[src/task_switch_pkg.sv]
// constants and types for the task-switch state unit
// assumes a single core clock domain; shared by the design file and the bench
package task_switch_pkg;

   // ************************************************************
   // task state block layout (byte offsets and word indices)
   // ************************************************************
   localparam logic [7:0] OFF_BACK_LINK = 8'h00;
   localparam logic [7:0] OFF_LOCAL_SEL = 8'h60;
   localparam logic [7:0] OFF_IOMAP = 8'h64;
   localparam logic [7:0] OFF_IOMAP_USUAL = 8'h68; // bitmap often starts here
   localparam logic [4:0] W32_LAST_IDX = 5'h18; // ldt slot, word 0x60
   localparam logic [4:0] W16_LAST_IDX = 5'h15; // ldt slot of the 16-bit layout
   localparam logic [4:0] FIRST_STATE_IDX = 5'h01;

   // ************************************************************
   // descriptor fields (high word) and the selector table bit
   // ************************************************************
   localparam int TYPE_LSB = 8;
   localparam int PRIV_LSB = 13;
   localparam int PRESENT_BIT = 15;
   localparam int SEL_TABLE_BIT = 2; // 1 = local table
   localparam logic [3:0] TYPE_TSB16_FREE = 4'h1;
   localparam logic [3:0] TYPE_TASK_GATE = 4'h5;
   localparam logic [3:0] TYPE_TSB32_FREE = 4'h9;

   // ************************************************************
   // reset values
   // ************************************************************
   localparam logic [15:0] RST_SEL = 16'h0000;
   localparam logic [31:0] RST_BASE = 32'h0000_0000;
   localparam logic [15:0] RST_IOMAP = 16'h0000;

   typedef enum logic [1:0] {
      OP_LOAD_SEL = 2'b00,
      OP_STORE_SEL = 2'b01,
      OP_JUMP = 2'b10,
      OP_CALL = 2'b11
   } op_kind_type;

   typedef enum logic [2:0] {
      ST_IDLE = 3'b000,
      ST_DESC_LO = 3'b001,
      ST_DESC_HI = 3'b010,
      ST_SAVE = 3'b011,
      ST_LOAD = 3'b100,
      ST_LINK = 3'b101,
      ST_IOMAP = 3'b110,
      ST_COMMIT = 3'b111
   } state_type;

endpackage

[src/task_switch_state_unit.sv]
// task selector register, task switch sequencer and task gate checks
// assumes a word memory port with a one-cycle ack and a core register file
// reachable by word index; all inputs are on clk_sys
`timescale 1ns/1ps

// How it works
// a switch saves the outgoing state words, then loads the incoming ones
// jump or call naming a task state block or task gate starts a switch
// selector register changes only by load op; read back only by store op (the code also loads it at the commit of a jump or call switch)
// any selector access outside protected mode faults
// load op faults unless current privilege is zero
// load op selector must index the global descriptor table
// only the 16-bit selector is visible; base, limit, rights stay inside
// both 32-bit and 16-bit block layouts are saved and restored
// a gate switch is judged by the gate's descriptor privilege
// requested and current privilege must both be below gate privilege
// requested-privilege bits inside the gate selector are ignored
// bitmap pointer comes from upper half of word +64h
// back link lives in low half of word +0h
// local table selector saved and restored at word +60h
// selector slots written with zero upper halves
// failed gate check faults and leaves the selector register alone
module task_switch_state_unit (
   // clock and reset
   input wire logic clk_sys,
   input wire logic sys_rst,
   // request from the core
   input wire logic req_valid,
   output logic req_ready,
   input task_switch_pkg::op_kind_type req_kind,
   input wire logic [15:0] req_selector,
   input wire logic req_via_gate,
   input wire logic [31:0] gate_word_lo,
   input wire logic [31:0] gate_word_hi,
   input wire logic prot_mode,
   input wire logic [1:0] current_privilege,
   input wire logic [31:0] global_table_base,
   // answer
   output logic done_pulse,
   output logic fault_pulse,
   output logic [15:0] store_sel_out,
   output logic [15:0] task_selector_register,
   output logic [15:0] iomap_base,
   // core register file
   output logic [4:0] ctx_rd_idx,
   output logic ctx_fmt32,
   input wire logic [31:0] ctx_rd_data,
   output logic ctx_wr_en,
   output logic [4:0] ctx_wr_idx,
   output logic [31:0] ctx_wr_data,
   // memory port
   output logic mem_req,
   output logic mem_we,
   output logic mem_half,
   output logic [31:0] mem_addr,
   output logic [31:0] mem_wdata,
   input wire logic mem_ack,
   input wire logic [31:0] mem_rdata
);

   // ************************************************************
   // state
   // ************************************************************
   task_switch_pkg::state_type state_r;
   logic is_call_r, is_load_r;
   logic [15:0] sel_r, new_sel_r;
   logic [31:0] base_r, new_base_r, desc_lo_r;
   logic fmt32_r, new_fmt32_r;
   logic [4:0] idx_r;
   logic [31:0] save_word;
   logic [31:0] acc_base;
   logic acc_fmt32;
   logic [15:0] gate_target;
   logic gate_ok;
   logic [3:0] desc_type;
   logic desc_ok;
   logic sel_slot;
   logic [4:0] last_idx;

   // gate target: its requested-privilege bits are dropped on purpose
   assign gate_target = {gate_word_lo[31:18], 2'b00};
   // strict compare, so a gate at privilege zero can never be entered
   assign gate_ok = (gate_word_hi[task_switch_pkg::TYPE_LSB +: 4] == task_switch_pkg::TYPE_TASK_GATE)
                    && (req_selector[1:0] < gate_word_hi[task_switch_pkg::PRIV_LSB +: 2])
                    && (current_privilege < gate_word_hi[task_switch_pkg::PRIV_LSB +: 2]);
   assign desc_type = mem_rdata[task_switch_pkg::TYPE_LSB +: 4];
   assign desc_ok = mem_rdata[task_switch_pkg::PRESENT_BIT]
                    && (desc_type == task_switch_pkg::TYPE_TSB32_FREE
                        || desc_type == task_switch_pkg::TYPE_TSB16_FREE);

   // which block and layout the current walk step touches
   assign acc_base = (state_r == task_switch_pkg::ST_SAVE) ? base_r : new_base_r;
   assign acc_fmt32 = (state_r == task_switch_pkg::ST_SAVE) ? fmt32_r : new_fmt32_r;
   assign last_idx = acc_fmt32 ? task_switch_pkg::W32_LAST_IDX : task_switch_pkg::W16_LAST_IDX;
   // selector slots of the 32-bit layout: ss0..ss2 and es..ldt
   assign sel_slot = (idx_r == 5'h02) || (idx_r == 5'h04) || (idx_r == 5'h06) || (idx_r >= 5'h12);
   always_comb begin
      save_word = ctx_rd_data;
      if (!fmt32_r) begin
         save_word = {16'h0000, ctx_rd_data[15:0]};
      end else if (sel_slot) begin
         save_word = {16'h0000, ctx_rd_data[15:0]};
      end
   end

   // ************************************************************
   // memory and register-file drive
   // ************************************************************
   // memory request is a level held until ack
   always_comb begin
      mem_req = 1'b0;
      mem_we = 1'b0;
      mem_half = 1'b0;
      mem_addr = 32'h0000_0000;
      mem_wdata = 32'h0000_0000;
      unique case (state_r)
         task_switch_pkg::ST_DESC_LO: begin
            mem_req = 1'b1;
            mem_addr = global_table_base + {16'h0000, new_sel_r[15:3], 3'b000};
         end
         task_switch_pkg::ST_DESC_HI: begin
            mem_req = 1'b1;
            mem_addr = global_table_base + {16'h0000, new_sel_r[15:3], 3'b100};
         end
         task_switch_pkg::ST_SAVE, task_switch_pkg::ST_LOAD: begin
            mem_req = 1'b1;
            mem_we = (state_r == task_switch_pkg::ST_SAVE);
            mem_half = !acc_fmt32;
            mem_addr = acc_fmt32 ? acc_base + {25'h0, idx_r, 2'b00} : acc_base + {26'h0, idx_r, 1'b0};
            mem_wdata = save_word;
         end
         task_switch_pkg::ST_LINK: begin
            mem_req = 1'b1;
            mem_we = 1'b1;
            mem_half = !new_fmt32_r;
            mem_addr = new_base_r + {24'h0, task_switch_pkg::OFF_BACK_LINK};
            mem_wdata = {16'h0000, sel_r};
         end
         task_switch_pkg::ST_IOMAP: begin
            mem_req = 1'b1;
            mem_addr = new_base_r + {24'h0, task_switch_pkg::OFF_IOMAP};
         end
         default: begin
            mem_req = 1'b0;
         end
      endcase
   end

   assign req_ready = (state_r == task_switch_pkg::ST_IDLE);
   assign ctx_rd_idx = idx_r;
   assign ctx_fmt32 = acc_fmt32;
   // only the selector leaves the block; base and limit stay hidden
   assign task_selector_register = sel_r;

   // ************************************************************
   // sequencer
   // ************************************************************
   always_ff @(posedge clk_sys) begin
      if (sys_rst) begin
         state_r <= task_switch_pkg::ST_IDLE;
         idx_r <= 5'h00;
         is_call_r <= 1'b0;
         is_load_r <= 1'b0;
         new_sel_r <= task_switch_pkg::RST_SEL;
         new_base_r <= task_switch_pkg::RST_BASE;
         new_fmt32_r <= 1'b1;
         desc_lo_r <= 32'h0000_0000;
         done_pulse <= 1'b0;
         fault_pulse <= 1'b0;
         store_sel_out <= task_switch_pkg::RST_SEL;
      end else begin
         done_pulse <= 1'b0;
         fault_pulse <= 1'b0;
         unique case (state_r)
            task_switch_pkg::ST_IDLE: begin
               if (req_valid) begin
                  is_call_r <= (req_kind == task_switch_pkg::OP_CALL);
                  is_load_r <= (req_kind == task_switch_pkg::OP_LOAD_SEL);
                  new_sel_r <= (req_via_gate && req_kind != task_switch_pkg::OP_LOAD_SEL) ? gate_target : req_selector;
                  if (!prot_mode) begin
                     fault_pulse <= 1'b1;
                  end else if (req_kind == task_switch_pkg::OP_STORE_SEL) begin
                     store_sel_out <= sel_r;
                     done_pulse <= 1'b1;
                  end else if (req_kind == task_switch_pkg::OP_LOAD_SEL) begin
                     if (current_privilege != 2'b00 || req_selector[task_switch_pkg::SEL_TABLE_BIT]) begin
                        fault_pulse <= 1'b1; // see
                     end else begin
                        state_r <= task_switch_pkg::ST_DESC_LO;
                     end
                  end else if (req_via_gate && !gate_ok) begin
                     fault_pulse <= 1'b1;
                  end else if (!req_via_gate && req_selector[task_switch_pkg::SEL_TABLE_BIT]) begin
                     fault_pulse <= 1'b1;
                  end else begin
                     state_r <= task_switch_pkg::ST_DESC_LO;
                  end
               end
            end
            task_switch_pkg::ST_DESC_LO: begin
               if (mem_ack) begin
                  desc_lo_r <= mem_rdata;
                  state_r <= task_switch_pkg::ST_DESC_HI;
               end
            end
            task_switch_pkg::ST_DESC_HI: begin
               if (mem_ack) begin
                  new_base_r <= {mem_rdata[31:24], mem_rdata[7:0], desc_lo_r[31:16]};
                  new_fmt32_r <= (desc_type == task_switch_pkg::TYPE_TSB32_FREE);
                  idx_r <= task_switch_pkg::FIRST_STATE_IDX;
                  if (!desc_ok) begin
                     fault_pulse <= 1'b1;
                     state_r <= task_switch_pkg::ST_IDLE;
                  end else if (is_load_r) begin
                     state_r <= task_switch_pkg::ST_COMMIT;
                  end else begin
                     state_r <= task_switch_pkg::ST_SAVE;
                  end
               end
            end
            task_switch_pkg::ST_SAVE: begin
               if (mem_ack) begin
                  if (idx_r == last_idx) begin
                     idx_r <= task_switch_pkg::FIRST_STATE_IDX;
                     state_r <= task_switch_pkg::ST_LOAD;
                  end else begin
                     idx_r <= idx_r + 5'h01;
                  end
               end
            end
            task_switch_pkg::ST_LOAD: begin
               if (mem_ack) begin
                  if (idx_r == last_idx) begin
                     if (is_call_r) begin
                        state_r <= task_switch_pkg::ST_LINK;
                     end else if (new_fmt32_r) begin
                        state_r <= task_switch_pkg::ST_IOMAP;
                     end else begin
                        state_r <= task_switch_pkg::ST_COMMIT;
                     end
                  end else begin
                     idx_r <= idx_r + 5'h01;
                  end
               end
            end
            task_switch_pkg::ST_LINK: begin
               if (mem_ack) begin
                  state_r <= new_fmt32_r ? task_switch_pkg::ST_IOMAP : task_switch_pkg::ST_COMMIT;
               end
            end
            task_switch_pkg::ST_IOMAP: begin
               if (mem_ack) begin
                  state_r <= task_switch_pkg::ST_COMMIT;
               end
            end
            task_switch_pkg::ST_COMMIT: begin
               done_pulse <= 1'b1;
               state_r <= task_switch_pkg::ST_IDLE;
            end
         endcase
      end
   end

   // restored words go to the core one cycle after their ack
   always_ff @(posedge clk_sys) begin
      if (sys_rst) begin
         ctx_wr_en <= 1'b0;
         ctx_wr_idx <= 5'h00;
         ctx_wr_data <= 32'h0000_0000;
      end else begin
         ctx_wr_en <= (state_r == task_switch_pkg::ST_LOAD) && mem_ack;
         ctx_wr_idx <= idx_r;
         ctx_wr_data <= new_fmt32_r ? mem_rdata : {16'h0000, mem_rdata[15:0]};
      end
   end

   // hidden cached part and visible selector, swapped at commit; iomap_base is taken at the bitmap pointer read
   always_ff @(posedge clk_sys) begin
      if (sys_rst) begin
         sel_r <= task_switch_pkg::RST_SEL;
         base_r <= task_switch_pkg::RST_BASE;
         fmt32_r <= 1'b1;
         iomap_base <= task_switch_pkg::RST_IOMAP;
      end else begin
         if (state_r == task_switch_pkg::ST_IOMAP && mem_ack) begin
            iomap_base <= mem_rdata[31:16];
         end
         if (state_r == task_switch_pkg::ST_COMMIT) begin
            sel_r <= new_sel_r;
            base_r <= new_base_r;
            fmt32_r <= new_fmt32_r;
            if (!new_fmt32_r) begin
               iomap_base <= task_switch_pkg::RST_IOMAP;
            end
         end
      end
   end

   logic idle_req;
   assign idle_req = req_ready && req_valid;
endmodule

[config.mk]
export PLATFORM = sky130hd
export DESIGN_NAME = task_switch_state_unit
export DESIGN_NICKNAME = d
export VERILOG_FILES = /design/src/task_switch_pkg.sv /design/src/task_switch_state_unit.sv
export SDC_FILE = /design/constraint.sdc
export NUM_CORES = 1
export LEC_CHECK = 0
export ABC_AREA = 1
export BUFFER_PORTS_ARGS = -buffer_cell sky130_fd_sc_hd__buf_2
export CELL_PAD_IN_SITES_DETAIL_PLACEMENT = 0
export CELL_PAD_IN_SITES_GLOBAL_PLACEMENT = 2
export CORE_ASPECT_RATIO = 0.6
export CORE_MARGIN = 8
export CORE_UTILIZATION = 25
export CTS_CLUSTER_SIZE = 16
export DETAILED_ROUTE_END_ITERATION = 12
export PLACE_DENSITY_LB_ADDON = 0.15
export SLEW_MARGIN = 20
export SYNTH_ARGS = -nofsm -noshare
export SYNTH_HDL_FRONTEND = slang
export SYNTH_SLANG_ARGS = --single-unit
[constraint.sdc]
create_clock -name clk_sys -period 2.9 [get_ports clk_sys]
set_input_delay 0.145 -clock clk_sys [delete_from_list [all_inputs] [get_ports clk_sys]]
set_output_delay 0.145 -clock clk_sys [all_outputs]
set_load 0.1 [all_outputs]
* Yosys cells after proc, flatten, opt, wreduce, memory -nomap -nowiden
Cells that the tools add are included.
Word-level totals: register bits 212, bits of input ports 186, logic and storage cells 146
Operators by class: add/sub/neg operators 6, magnitude comparators 3, equal/unequal tests 31, mux-type cells 55, bitwise operators 1, reduce and logical (&&, ||, !) cells 31
Operators with widths (count):
- case mux 32 bit (5 select lines) | 1
- 2-to-1 mux 32 bit | 4
- adder 32 x 16 -> 32 bit | 2
- 2-to-1 mux 16 bit | 4
- case mux 32 bit (2 select lines) | 1
- 2-to-1 mux 3 bit | 17
- adder 32 x 6 -> 32 bit | 1
- adder 32 x 7 -> 32 bit | 1
- adder 32 x 7 -> 32 bit, second input constant | 1
- 2-to-1 mux 5 bit | 5
- case mux 3 bit (8 select lines) | 1
- inequality test 2 bit, second input constant | 10
- 2-to-1 mux 1 bit | 15
- case mux 5 bit (3 select lines) | 1
- AND reduction 14 bit | 1
- equality test 3 bit, second input constant | 4
- equality test 5 x 3 -> 1 bit, second input constant | 2
- inequality test 3 bit, second input constant | 3
- logical AND 1 bit | 8
- case mux 1 bit (2 select lines) | 4
- equality test 3 x 2 -> 1 bit, second input constant | 2
- AND reduction 2 bit | 3
- OR reduction 6 bit | 1
- adder 5 x 1 -> 5 bit, second input constant | 1
- 23 further kinds | 34

* Depth between registers and ports, before layout
Gate-level depths: netlist of the first run.
depth in word-level cells 11, gate-level depth with buffers 21, gate-level depth less buffers 18

* Worst setup path after synthesis of the first run
Ideal clock, no wire load.
path kind reg-to-output, start register state_r[2], end output mem_addr[3], arrival 4.311 ns, slack -1.556 ns, stages on the path, launching flop included 11, path buffers 3, path through dfxtp_1 inv_2 nand3_4 buf_6 buf_2 clkbuf_1 o21ai_0 ha_1 fa_1 o21ai_0 o21ai_0
Between the ends: longest elaborated chain between the ends 5
Ends and longest elaborated chain:
- start: declaration | line task_switch_state_unit.sv:64 | task_switch_pkg::state_type state_r;
- start signal: assignment | line task_switch_state_unit.sv:160 | state_r <= task_switch_pkg::ST_IDLE;
- start signal: assignment | line task_switch_state_unit.sv:189 | state_r <= task_switch_pkg::ST_DESC_LO;
- start signal: assignment | line task_switch_state_unit.sv:196 | state_r <= task_switch_pkg::ST_DESC_LO;
- equality test 3 x 2 -> 1 bit | line task_switch_state_unit.sv:92, task_switch_state_unit.sv:93, task_switch_state_unit.sv:116
- 2-to-1 mux 32 bit | line task_switch_state_unit.sv:92 | assign acc_base = (state_r == task_switch_pkg::ST_SAVE) ? base_r : new_base_r;
- adder 32 x 6 -> 32 bit / adder 32 x 7 -> 32 bit (equally long branches) | line task_switch_state_unit.sv:129 | mem_addr = acc_fmt32 ? acc_base + {25'h0, idx_r, 2'b00} : acc_base + {26'h0, idx_r, 1'b0};
- 2-to-1 mux 32 bit | line task_switch_state_unit.sv:129
- case mux 32 bit (5 select lines) * | line task_switch_state_unit.sv:116 | unique case (state_r)
- end: declaration | line task_switch_state_unit.sv:55 | output logic [31:0] mem_addr,
Every way passes the cells marked *; elsewhere a longest branch is shown, timed or not.

* Final worst setup path of the first run
start register state_r[2], end output mem_addr[23]
Same word-level chain as after synthesis.

==> reports/summary.txt, run 1 <==
Levels on crit path: 17
Seq/Total Area, Yosys: 0.311
Port Buffers: 303
Reg area: 0.00395 sq mm
Post-synth EDFFs: 0
Status: finished with violations
Clock power frac: 0.198
Fin crit period: 3160 ps
Crit path DAT: 3010 ps
Hold Path Class: primary input to flip-flop
CTS tree: done
Post-Synthesis Cells: 2,061
Largest fanout on the critical path: 6
Crit-path leading delay family: simple AND/OR/NAND/NOR gates
VDD IR max: 0.838 mV
Clock slew at reported path FFs: 80 ps
Max Transition Viols Final: 0
Crit share post-route: 1.09
Std-Cell Rows: 63
CP startpoint: state_r[2]$_SDFFE_PP0P_
Wire per inst: 19.2 um
Post-synth top flop: dfxtp_1
CP Cell Sequence: inv_4 > nand3_4 > o21ai_2 > ha_2 > fa_2 > nand2_2 > nand3_2 > nand3_2 > nand2_2 > nand2_2 > nand2_4 > nand3_2 > nor2_4 > nand2_1 > nand3_1 > nand3b_1 > buf_12
Synthesized-area fraction occupied by adder cells: 0.0361
Maximum clock frequency: 0.317 GHz
Total GRT Usage: 0.199
Final ANT Viol Nets: 0
Final setup violation count: 25
Detailed placer's ending HPWL: 48.1 mm
Clk Latency, worst-skew pair: 460 ps
Num CTS Buffers: 17
LEAKAGE: 8.43 nW
Compound-gate portion of the synthesized area: 0.196
Seq pwr share: 0.232
Req. time, crit path: 2760 ps
Mapped cell area: 0.0126 sq mm
Final Hold Fails: 0
Vias in the first global route: 14,148
R2R Path Start: state_r[0]$_SDFFE_PP0P_
# H-tree levels: 4
Core area: 0.0496 sq mm
Placed cell area: 0.0168 sq mm
Avg Vias per Cell: 4.87
Tot Pwr: 13.8 mW
Gpl congestion: 0.875
Metal2 WL: 25.1 mm
Final wirelength: 59.8 mm
Crit path kind: flip-flop to output pin
Mux cell area share after synthesis: 0
Post-synthesis xor/xnor area fraction: 0.00764
Syn Nets: 2,281
CTS Root Cell: clkbuf_16
Comb power frac: 0.570
R2r endpoint: new_sel_r[8]$_SDFFE_PP0P_
Highest routed layer: met4
Met1 wire length: 30.5 mm
Reg2Reg Setup Slack: 340 ps
Largest net degree at the start of global routing: 132
Worst Path Buf+Inv: 2
Crit path to: mem_addr[23]
Final Cell Area: 0.0186 sq mm
# fillers: 5,361
Yosys warns: 0
Post-Synth Simple-Gate Area: 0.344
Drt drc: 0
Largest family of logic cells by synthesized area: simple AND/OR/NAND/NOR gates
Final core utilization: 0.376
Yosys cell types: 43
Violated checks: setup timing
Nets: 2,672
Hold path startpoint: req_selector[7]
First-pass GRT wire length: 89.9 mm
Unrepaired setup endpoints after global routing: yes
Fraction of layout cells with a size suffix above 1: 0.271
Switch Pwr: 6.88 mW
Register bit total from synthesis: 196
Clock sinks: 196
Starting Density: 0.254
Initial antenna violation count: 0
Crit path largest cell delay: 340 ps
Die width: 306 um
Worst Setup End Kind: output pin
Die ar.: 0.0581 sq mm
Detailed Route Iter0 Violations: 1,303
Max-slew headroom at the worst pin: 0.521
Number of cells on the worst reg-to-reg path: 9
Layout Skew: 11.9 ps
Slowest CP cell: dfxtp_2
Drt pass-1 iters: 5
Worst-margin pin slew: 716 ps
Synthesized area per cell: 6.12 sq um
Layout area overhead: 47.8%
Via Count: 15,166
Ant diodes: 0
Grt total ovfl: 0
Pwr/cell area: 742 mW/mm^2
Clk buf depth: 2
Ports: 348
Fraction of synthesis flops using an asynchronous set or reset pin: 0
Int Power: 6.95 mW
Startpoint types: flip-flop
Maxcap violations: 0
Sw Share: 0.498
DR WL met3: 3.66 mm
Multi-input logic area: 0.00836 sq mm
Die H: 190 um
Final Worst Setup Slack: -259 ps
cells in the mapped netlist, drive strengths merged (13+ instances only):
cell type	n	share of area
nand2	506	0.15
inv	262	0.078
o21ai	245	0.097
nor2	197	0.061
dfxtp	196	0.31
nand3	188	0.076
a21oi	187	0.075
clkbuf	67	0.020
nand4	44	0.022
ha	30	0.030
nor3	22	0.0087
o211ai	20	0.012
nor3b	17	0.010
buf	15	0.0062
or2	14	0.0069
nand3b	13	0.0077
worst reg2reg max path: stages, from the launching register on:
cell	delay, ps
dfxtp_4	380
buf_4	180
nor2_1	250
nand2_1	210
nor2_2	250
buf_4	350
nand3_1	120
dlygate4sd3_1	580
o211ai_1	80
inv_1	50
area by class of cell:
type,instances,area share
well taps,650,0.0436
multi-input cells,1520,0.449
flip-flops and latches,196,0.212
clock buffers,19,0.0243
repair buffers,453,0.206
inverters,264,0.0535
clock inverters,13,0.0117
through the flow:
| stage | setup TNS [ps] | setup WS [ps] | std cells | hold slack, ps |
|---|---|---|---|---|
| finish | -4620 | -259 | 3115 | 28.1 |
| global route | -8630 | -398 | 3115 | 22.6 |
| CTS | -5530 | -299 | 3112 | 2.94 |
| detailed placement | 0 | 42.9 | 3029 | 356 |
| global placement | 0 | 95.4 | 3029 | 349 |
| floorplan | -14360 | -650 | 2061 | 252 |
registers in the layout, summed over array words and instances (netlist names):
name,flops
ctx_wr_idx,5
ctx_wr_en,1
ctx_rd_idx,5
new_base_r,32
is_load_r,1
iomap_base,16
new_sel_r,16
is_call_r,1
ctx_wr_data,32
desc_lo_r,16
store_sel_out,16
new_fmt32_r,1
task_selector_register,16
fault_pulse,1
base_r,32
done_pulse,1
fmt32_r,1
state_r,3
how the worst min path moves through the flow:
stage,to,cells past startpoint
floorplan,ctx_wr_data[12]$_SDFF_PP0_,2
global placement,ctx_wr_data[12]$_SDFF_PP0_,3
detailed placement,ctx_wr_data[12]$_SDFF_PP0_,3
CTS,ctx_wr_data[30]$_SDFF_PP0_,3
global route,ctx_wr_data[30]$_SDFF_PP0_,3
finish,new_sel_r[7]$_SDFFE_PP0P_,5
layout by cell type (no fill, tap or decap), types with 5 or more instances in the layout:
cell,n
nor3b_2,6
xor2_1,7
nand2_4,19
nor2_2,23
o211ai_1,20
buf_2,237
or2_2,14
o21ai_2,13
buf_12,73
dfxtp_1,187
nand2_1,446
nand3_2,32
nand3b_1,13
nor2_4,8
clkbuf_16,17
buf_4,100
buf_6,11
nand2_2,40
ha_4,10
nand3_4,7
nand3_1,150
dlygate4sd3_1,31
nor2_1,166
dfxtp_2,5
inv_1,258
a21oi_1,182
o21ai_0,220
ha_1,16
nor3b_4,10
nand4_1,44
nor3_1,22
o21ai_1,10
what timing repair did:
item,4_1_cts,5_1_grt
gates resized for setup,103,69
gates cloned,1,0
buffers inserted,19,5
endpoints found under the setup margin,28,32
hold buffers,31,0
pin swaps,53,38
hold endpoints to repair,55,0
cell families (layout without fill, tap and decap cells):
kind of cell / after synthesis / in the layout
AOI/OAI and AO/OA: 472 / 472
xor gates and xnor gates: 11 / 11
DFF: 196 / 196
adders and majority gates: 34 / 34
buffers and inverters: 346 / 749
and+or+nand+nor: 1002 / 1003
power by group through the flow:
stage               Combinational (mW)  Sequential [mW]  Clock, mW
global route                      8.34             3.25       2.92
CTS                               7.79             3.20       2.83
floorplan                         4.35             3.56          0
finish                            7.87             3.21       2.74
detailed placement                7.57             3.24          0
global placement                  7.57             3.24          0
layer usage:
metal | vias to the layer above | global-route usage
met2 | 425 | 0.298
met4 | 0 | 0.0326
met3 | 27 | 0.0364
li1 | 7544 | -
met1 | 7170 | 0.297
met5 | - | 0
No activity file was read; power rests on OpenSTA's default activity.
==> run 2, diff against run 1 <==
--- a/config.mk
+++ b/config.mk
@@ -15,6 +15,7 @@
 export CTS_CLUSTER_SIZE = 16
 export DETAILED_ROUTE_END_ITERATION = 12
 export PLACE_DENSITY_LB_ADDON = 0.15
+export SETUP_SLACK_MARGIN = 0.3
 export SLEW_MARGIN = 20
 export SYNTH_ARGS = -nofsm -noshare
 export SYNTH_HDL_FRONTEND = slang
==> run 2 against run 1 <==
Against the previous run:
- the flow still finishes with violations (setup timing)
- non-clock buffer count up 48
- total power up 0.67%
- critical path depth is 1 higher
- core utilization is 1.3 points higher
- maximum frequency is 3.6% lower
==> reports/summary.txt, run 2 (synthesis results as in run 1) <==
Biggest regs: base_r (32), ctx_wr_data (32), new_base_r (32)
Commonest non-fill, non-tap cell in the layout: nand2_1
Violated checks: setup timing
CTS tree: done
Setup WS pre-CTS: -82.8 ps (-126 ps)
Core area: 0.0496 sq mm (unchanged)
Clk buf depth: 2 (unchanged)
Clock slew at reported path FFs: 80 ps (about the same)
Clock power frac: 0.173 (-0.025)
Initial antenna violation count: 0 (unchanged)
Vias in the first global route: 14,834 (+4.8%)
Crit path DAT: 3130 ps (+120 ps)
Most frequent cells in the layout: 441 x nand2_1, 254 x inv_1, 236 x buf_2
Cell mode on critical path: nand2_2
Setup TNS: -7110 ps (-2490 ps)
Final Hold Fails: 0 (unchanged)
Die width: 306 um (unchanged)
Final wirelength: 61.2 mm (+2.2%)
Via Count: 15,342 (+1.2%)
Largest fanout on the critical path: 7 (+1)
Worst-margin pin slew: 811 ps (+94.7 ps)
Reg2Reg Setup Slack: 320 ps (-20 ps)
Hold Path Class: primary input to flip-flop
CP Cell Sequence: inv_6 > nand3_4 > nand2_2 > o21ai_2 > ha_2 > fa_2 > nand2_2 > nand3_2 > nand3_2 > nand2_2 > nand2_2 > nand2_4 > buf_12 > nand3_4 > o21ai_2 > nand3_2 > nand4_1 > buf_12
Port Buffers: 303 (unchanged)
Hold Worst Slack: 26.1 ps (-2.00 ps)
Placed cells: 3,060 (+1.0%)
Die H: 190 um (unchanged)
Ant diodes: 0 (unchanged)
Maximum clock frequency: 0.305 GHz (-3.6%)
Drt pass-1 iters: 5 (unchanged)
Unrepaired setup endpoints after global routing: yes
Layout Skew: 15.0 ps (+3.10 ps)
Largest net degree at the start of global routing: 84 (-36%)
Final Worst Setup Slack: -376 ps (-117 ps)
Die ar.: 0.0581 sq mm (unchanged)
Gpl congestion: 0.906 (+3.5%)
Switch Pwr: 7.09 mW (+3.1%)
Layout area overhead: 52.9%
Starting Density: 0.254 (unchanged)
Detailed Route Iter0 Violations: 1,121 (-14%)
Worst Setup End Kind: output pin
Avg Vias per Cell: 4.85 (-0.37%)
Maxcap violations: 0 (unchanged)
Grt total ovfl: 0 (unchanged)
Comb power frac: 0.594 (+0.024)
Max-slew headroom at the worst pin: 0.459 (-0.0626)
Status: finished with violations
Drt drc: 0 (unchanged)
LEAKAGE: 8.67 nW (+2.9%)
Nets: 2,720 (+1.8%)
VDD IR max: 0.551 mV (-34%)
Req. time, crit path: 2760 ps (about the same)
Fin crit period: 3280 ps (+117 ps)
Startpoint types: flip-flop
Final setup violation count: 28 (+12%)
Post-Layout Cell Count: 3,163 (+1.5%)
# H-tree levels: 4 (unchanged)
Fraction of layout cells with a size suffix above 1: 0.291 (+0.0199)
Crit share post-route: 1.13 (+0.0405)
Pwr/cell area: 722 mW/mm^2 (-2.7%)
Crit path largest cell delay: 370 ps (+30 ps)
Ports: 348 (unchanged)
Clock sinks: 196 (unchanged)
Num CTS Buffers: 17 (unchanged)
Total GRT Usage: 0.204 (+0.00453)
First-pass GRT wire length: 91.5 mm (+1.8%)
Sw Share: 0.509 (+0.0118)
CTS Root Cell: clkbuf_16
Int Power: 6.83 mW (-1.7%)
Clk Latency, worst-skew pair: 460 ps (about the same)
Final ANT Viol Nets: 0 (unchanged)
Crit path kind: flip-flop to output pin
Slowest CP cell: dfxtp_4
Wire per inst: 19.3 um (+0.68%)
Detailed placer's ending HPWL: 49.2 mm (+2.3%)
Seq pwr share: 0.233 (about the same)
Max Transition Viols Final: 0 (unchanged)
Std-Cell Rows: 63 (unchanged)
run 2: layout make-up:
type,instances,area (sq um)
multi-input cells,1520,8640
inverters,264,1010
clock buffers,18,429
clock inverters,14,143
well taps,650,813
repair buffers,501,4300
flip-flops and latches,196,3950
fillers,5319,30300
run 2: stage by stage:
step / util / total power, mW / cell area, sq um
after global placement: 0.346 / 11.1 / 17200
final: 0.389 / 13.9 / 19300
after CTS: 0.377 / 13.8 / 18700
after floorplan: - / 8.05 / 13200
after global routing: 0.389 / 14.6 / 19300
after detailed placement: 0.346 / 11.1 / 17200
run 2: metal layers:
layer  up-vias  wire (um)  part of all wire  GRT usage
li1       7670          -                 -          -
met1      7199      30600              0.50      0.299
met2       426      25800              0.42      0.301
met3        47       3680             0.060     0.0421
met4         0       1130             0.018     0.0482
met5         -          0                 0          0
run 2: final timing paths:
check | start | end | cells past startpoint
worst max-delay path | state_r[2]$_SDFFE_PP0P_ | mem_addr[17] | 18
worst min-delay path | req_selector[15] | new_sel_r[15]$_SDFFE_PP0P_ | 5
worst max register to register | state_r[1]$_SDFFE_PP0P_ | state_r[0]$_SDFFE_PP0P_ | 18
worst min register to register | iomap_base[15]$_SDFF_PP0_ | iomap_base[15]$_SDFF_PP0_ | 2
run 2: repair_timing:
action                                 4_1_cts  5_1_grt
setup buffers                               12       14
hold buffers                                43        0
pin swaps                                   39       48
gates resized for setup                    113      116
endpoints found under the hold margin       74        0
gates cloned                                 1        1
setup endpoints to repair                   49       56
run 2: critical path: cells and delay by family (launching register included):
kind / cells / cell delay (ps)
compound gates: 2 / 120
simple gates: 11 / 1140
flops: 1 / 370
fa+ha+maj: 2 / 540
buf+inv: 3 / 490
run 2: power groups by stage:
stage | clock (mW) | sequential (mW) | combinational [mW]
final | 2.41 | 3.25 | 8.27
after global routing | 2.57 | 3.28 | 8.77
after CTS | 2.50 | 3.23 | 8.06
after detailed placement | 0 | 3.27 | 7.83
after global placement | 0 | 3.26 | 7.81
after floorplan | 0 | 3.55 | 4.49
==> run 3, diff against run 2 <==
--- a/config.mk
+++ b/config.mk
@@ -11,7 +11,7 @@
 export CELL_PAD_IN_SITES_GLOBAL_PLACEMENT = 2
 export CORE_ASPECT_RATIO = 0.6
 export CORE_MARGIN = 8
-export CORE_UTILIZATION = 25
+export CORE_UTILIZATION = 29
 export CTS_CLUSTER_SIZE = 16
 export DETAILED_ROUTE_END_ITERATION = 12
 export PLACE_DENSITY_LB_ADDON = 0.15
==> constraint.sdc (replaced) <==
create_clock -name clk_sys -period 3.9 [get_ports clk_sys]
set_input_delay 0.195 -clock clk_sys [delete_from_list [all_inputs] [get_ports clk_sys]]
set_output_delay 0.195 -clock clk_sys [all_outputs]
set_load 0.1 [all_outputs]
==> run 3 against run 2 <==
Against the previous run:
- count of clock-buffer cells in the layout is 1 lower
- critical endpoint is now mem_addr[13]
- global-route usage is 0.47 points higher
- the run now ends clean
- critical path type unchanged
- critical path depth stayed put
==> reports/summary.txt, run 3 (synthesis results as in run 1) <==
Status: finished, final reports clean
Crit path DAT: 3220 ps (+90 ps)
Hold Path Class: primary input to flip-flop
Clk buf depth: 2 (unchanged)
CP startpoint: state_r[2]$_SDFFE_PP0P_
Layout area overhead: 29.8%
Die width: 285 um (-6.8%)
Grt total ovfl: 0 (unchanged)
Maxcap violations: 0 (unchanged)
Die H: 178 um (-6.6%)
CTS Root Cell: clkbuf_16
Setup TNS: 0 ps (+7110 ps)
Final setup violation count: 0 (-100%)
Final Worst Setup Slack: 483 ps (+859 ps)
Worst Path Buf+Inv: 2 (-1)
Max-slew headroom at the worst pin: 0.326 (-0.133)
Fraction of layout cells with a size suffix above 1: 0.186 (-0.105)
Clock slew at reported path FFs: 80 ps (about the same)
Placed cell area: 0.0152 sq mm (-12%)
Biggest regs: base_r (32), ctx_wr_data (32), new_base_r (32)
Drt drc: 0 (unchanged)
Final Cell Area: 0.0164 sq mm (-15%)
Hold path startpoint: req_selector[0]
Placed cells: 2,890 (-5.6%)
Crit-path leading delay family: simple AND/OR/NAND/NOR gates
Worst-margin pin slew: 1010 ps (+199 ps)
Largest net degree at the start of global routing: 82 (-2.4%)
Port Buffers: 303 (unchanged)
Num CTS Buffers: 17 (unchanged)
Req. time, crit path: 3700 ps (+940 ps)
Maximum clock frequency: 0.293 GHz
Max Transition Viols Final: 0 (unchanged)
Vias in the first global route: 13,450 (-9.3%)
Std-Cell Rows: 59 (-6.3%)
Crit path largest cell delay: 390 ps (+20 ps)
Drt pass-1 iters: 5 (unchanged)
Via Count: 14,691 (-4.2%)
Avg Vias per Cell: 4.96 (+2.3%)
VDD IR max: 0.660 mV (+20%)
Wire per inst: 18.6 um (-3.7%)
Setup WS pre-CTS: 440 ps (+522 ps)
Worst Setup End Kind: output pin
Post-Layout Cell Count: 2,961 (-6.4%)
CP Cell Sequence: clkinv_8 > nand3_4 > nand2_4 > o21ai_4 > ha_2 > fa_1 > nand2_1 > nand3_1 > nand3_1 > nand2_1 > nand2_1 > nand2_4 > nand3_4 > nor2_4 > nand2_1 > nand3_1 > nand4_1 > buf_12
Ports: 348 (unchanged)
Initial antenna violation count: 0 (unchanged)
Final core utilization: 0.380 (-0.00919)
Largest fanout on the critical path: 11 (+4)
Gpl congestion: 0.897 (-0.98%)
Slowest CP cell: dfxtp_4
Starting Density: 0.293 (+0.0382)
Commonest non-fill, non-tap cell in the layout: nand2_1
Clock sinks: 196 (unchanged)
Cell mode on critical path: nand2_1
Detailed Route Iter0 Violations: 1,274 (+14%)
Nets: 2,589 (-4.8%)
Most frequent cells in the layout: 491 x nand2_1, 277 x buf_2, 259 x inv_1
Tot Pwr: 9.35 mW (-33%)
Final wirelength: 55.1 mm (-9.9%)
LEAKAGE: 7.75 nW (-11%)
Die ar.: 0.0506 sq mm (-13%)
Layout Skew: 15.6 ps (+0.576 ps)
Total GRT Usage: 0.208 (+0.00471)
Crit path kind: flip-flop to output pin
First-pass GRT wire length: 82.5 mm (-9.9%)
Detailed placer's ending HPWL: 44.2 mm (-10%)
Hold Worst Slack: 39.8 ps (+13.7 ps)
# H-tree levels: 4 (unchanged)
CTS tree: done
Final ANT Viol Nets: 0 (unchanged)
Final Hold Fails: 0 (unchanged)
Startpoint types: flip-flop
R2R Path Start: state_r[2]$_SDFFE_PP0P_
Crit share post-route: 0.876
Pwr/cell area: 571 mW/mm^2 (-21%)
Core area: 0.0431 sq mm (-13%)
Unrepaired setup endpoints after global routing: no
Fin crit period: 3420 ps
Clk Latency, worst-skew pair: 450 ps (about the same)
==> run 3: cell types whose count changed in the layout (fill, tap and decap cells not counted), moves of 17 or more <==
cell,delta
dlygate4sd3_1,-18
nor3b_1,+17
o21ai_2,-27
nand3_1,+28
buf_4,-86
buf_2,+41
nand2_1,+50
buf_6,-22
buf_12,-44
nand3_2,-21
nand2_2,-30
==> run 3: area by class of cell <==
type	count	area, sq um
diodes	1	2.50
clock buffers	17	425
clock inverters	14	193
fillers	4854	26700
inverters	264	1010
multi-input cells	1520	7590
flip-flops and latches	196	3930
well taps	579	724
repair buffers	370	2500
==> run 3: path summary, 6_finish.rpt <==
path / end / slack, ps / depth (start not counted)
max reg2reg: ctx_rd_idx[1]$_SDFFE_PP0P_ / 910 / 13
min: new_sel_r[0]$_SDFFE_PP0P_ / 40 / 3
max: mem_addr[13] / 480 / 18
min reg2reg: iomap_base[15]$_SDFF_PP0_ / 440 / 2
==> run 3: where the power goes <==
| group | leakage [nW] | switching, mW | internal [mW] |
|---|---|---|---|
| Combinational | 5.86 | 3.74 | 1.34 |
| Clock | 0.295 | 0.900 | 0.979 |
| Sequential | 1.60 | 0.204 | 2.19 |
==> run 3: worst register-to-register path, delay by kind of cell, from the launching register on <==
family / cells / cell delay, ps
buffers and inverters: 3 / 610
and+or+nand+nor: 9 / 1280
DFF: 1 / 390
AOI/OAI and AO/OA: 1 / 660
==> run 3: what timing repair did <==
action,in CTS,in global routing
hold buffers,25,0
endpoints found under the hold margin,37,0
gates resized for setup,19,36
gates cloned,1,1
setup buffers,3,8
pin swaps,3,11
setup endpoints to repair,25,23
==> run 3: per-layer routing <==
metal,track usage,routed length [um],up-vias
met5,0,0,-
met4,0.0431,687,0
met3,0.0407,4180,31
met2,0.304,22700,458
met1,0.312,27500,6808
li1,-,-,7394
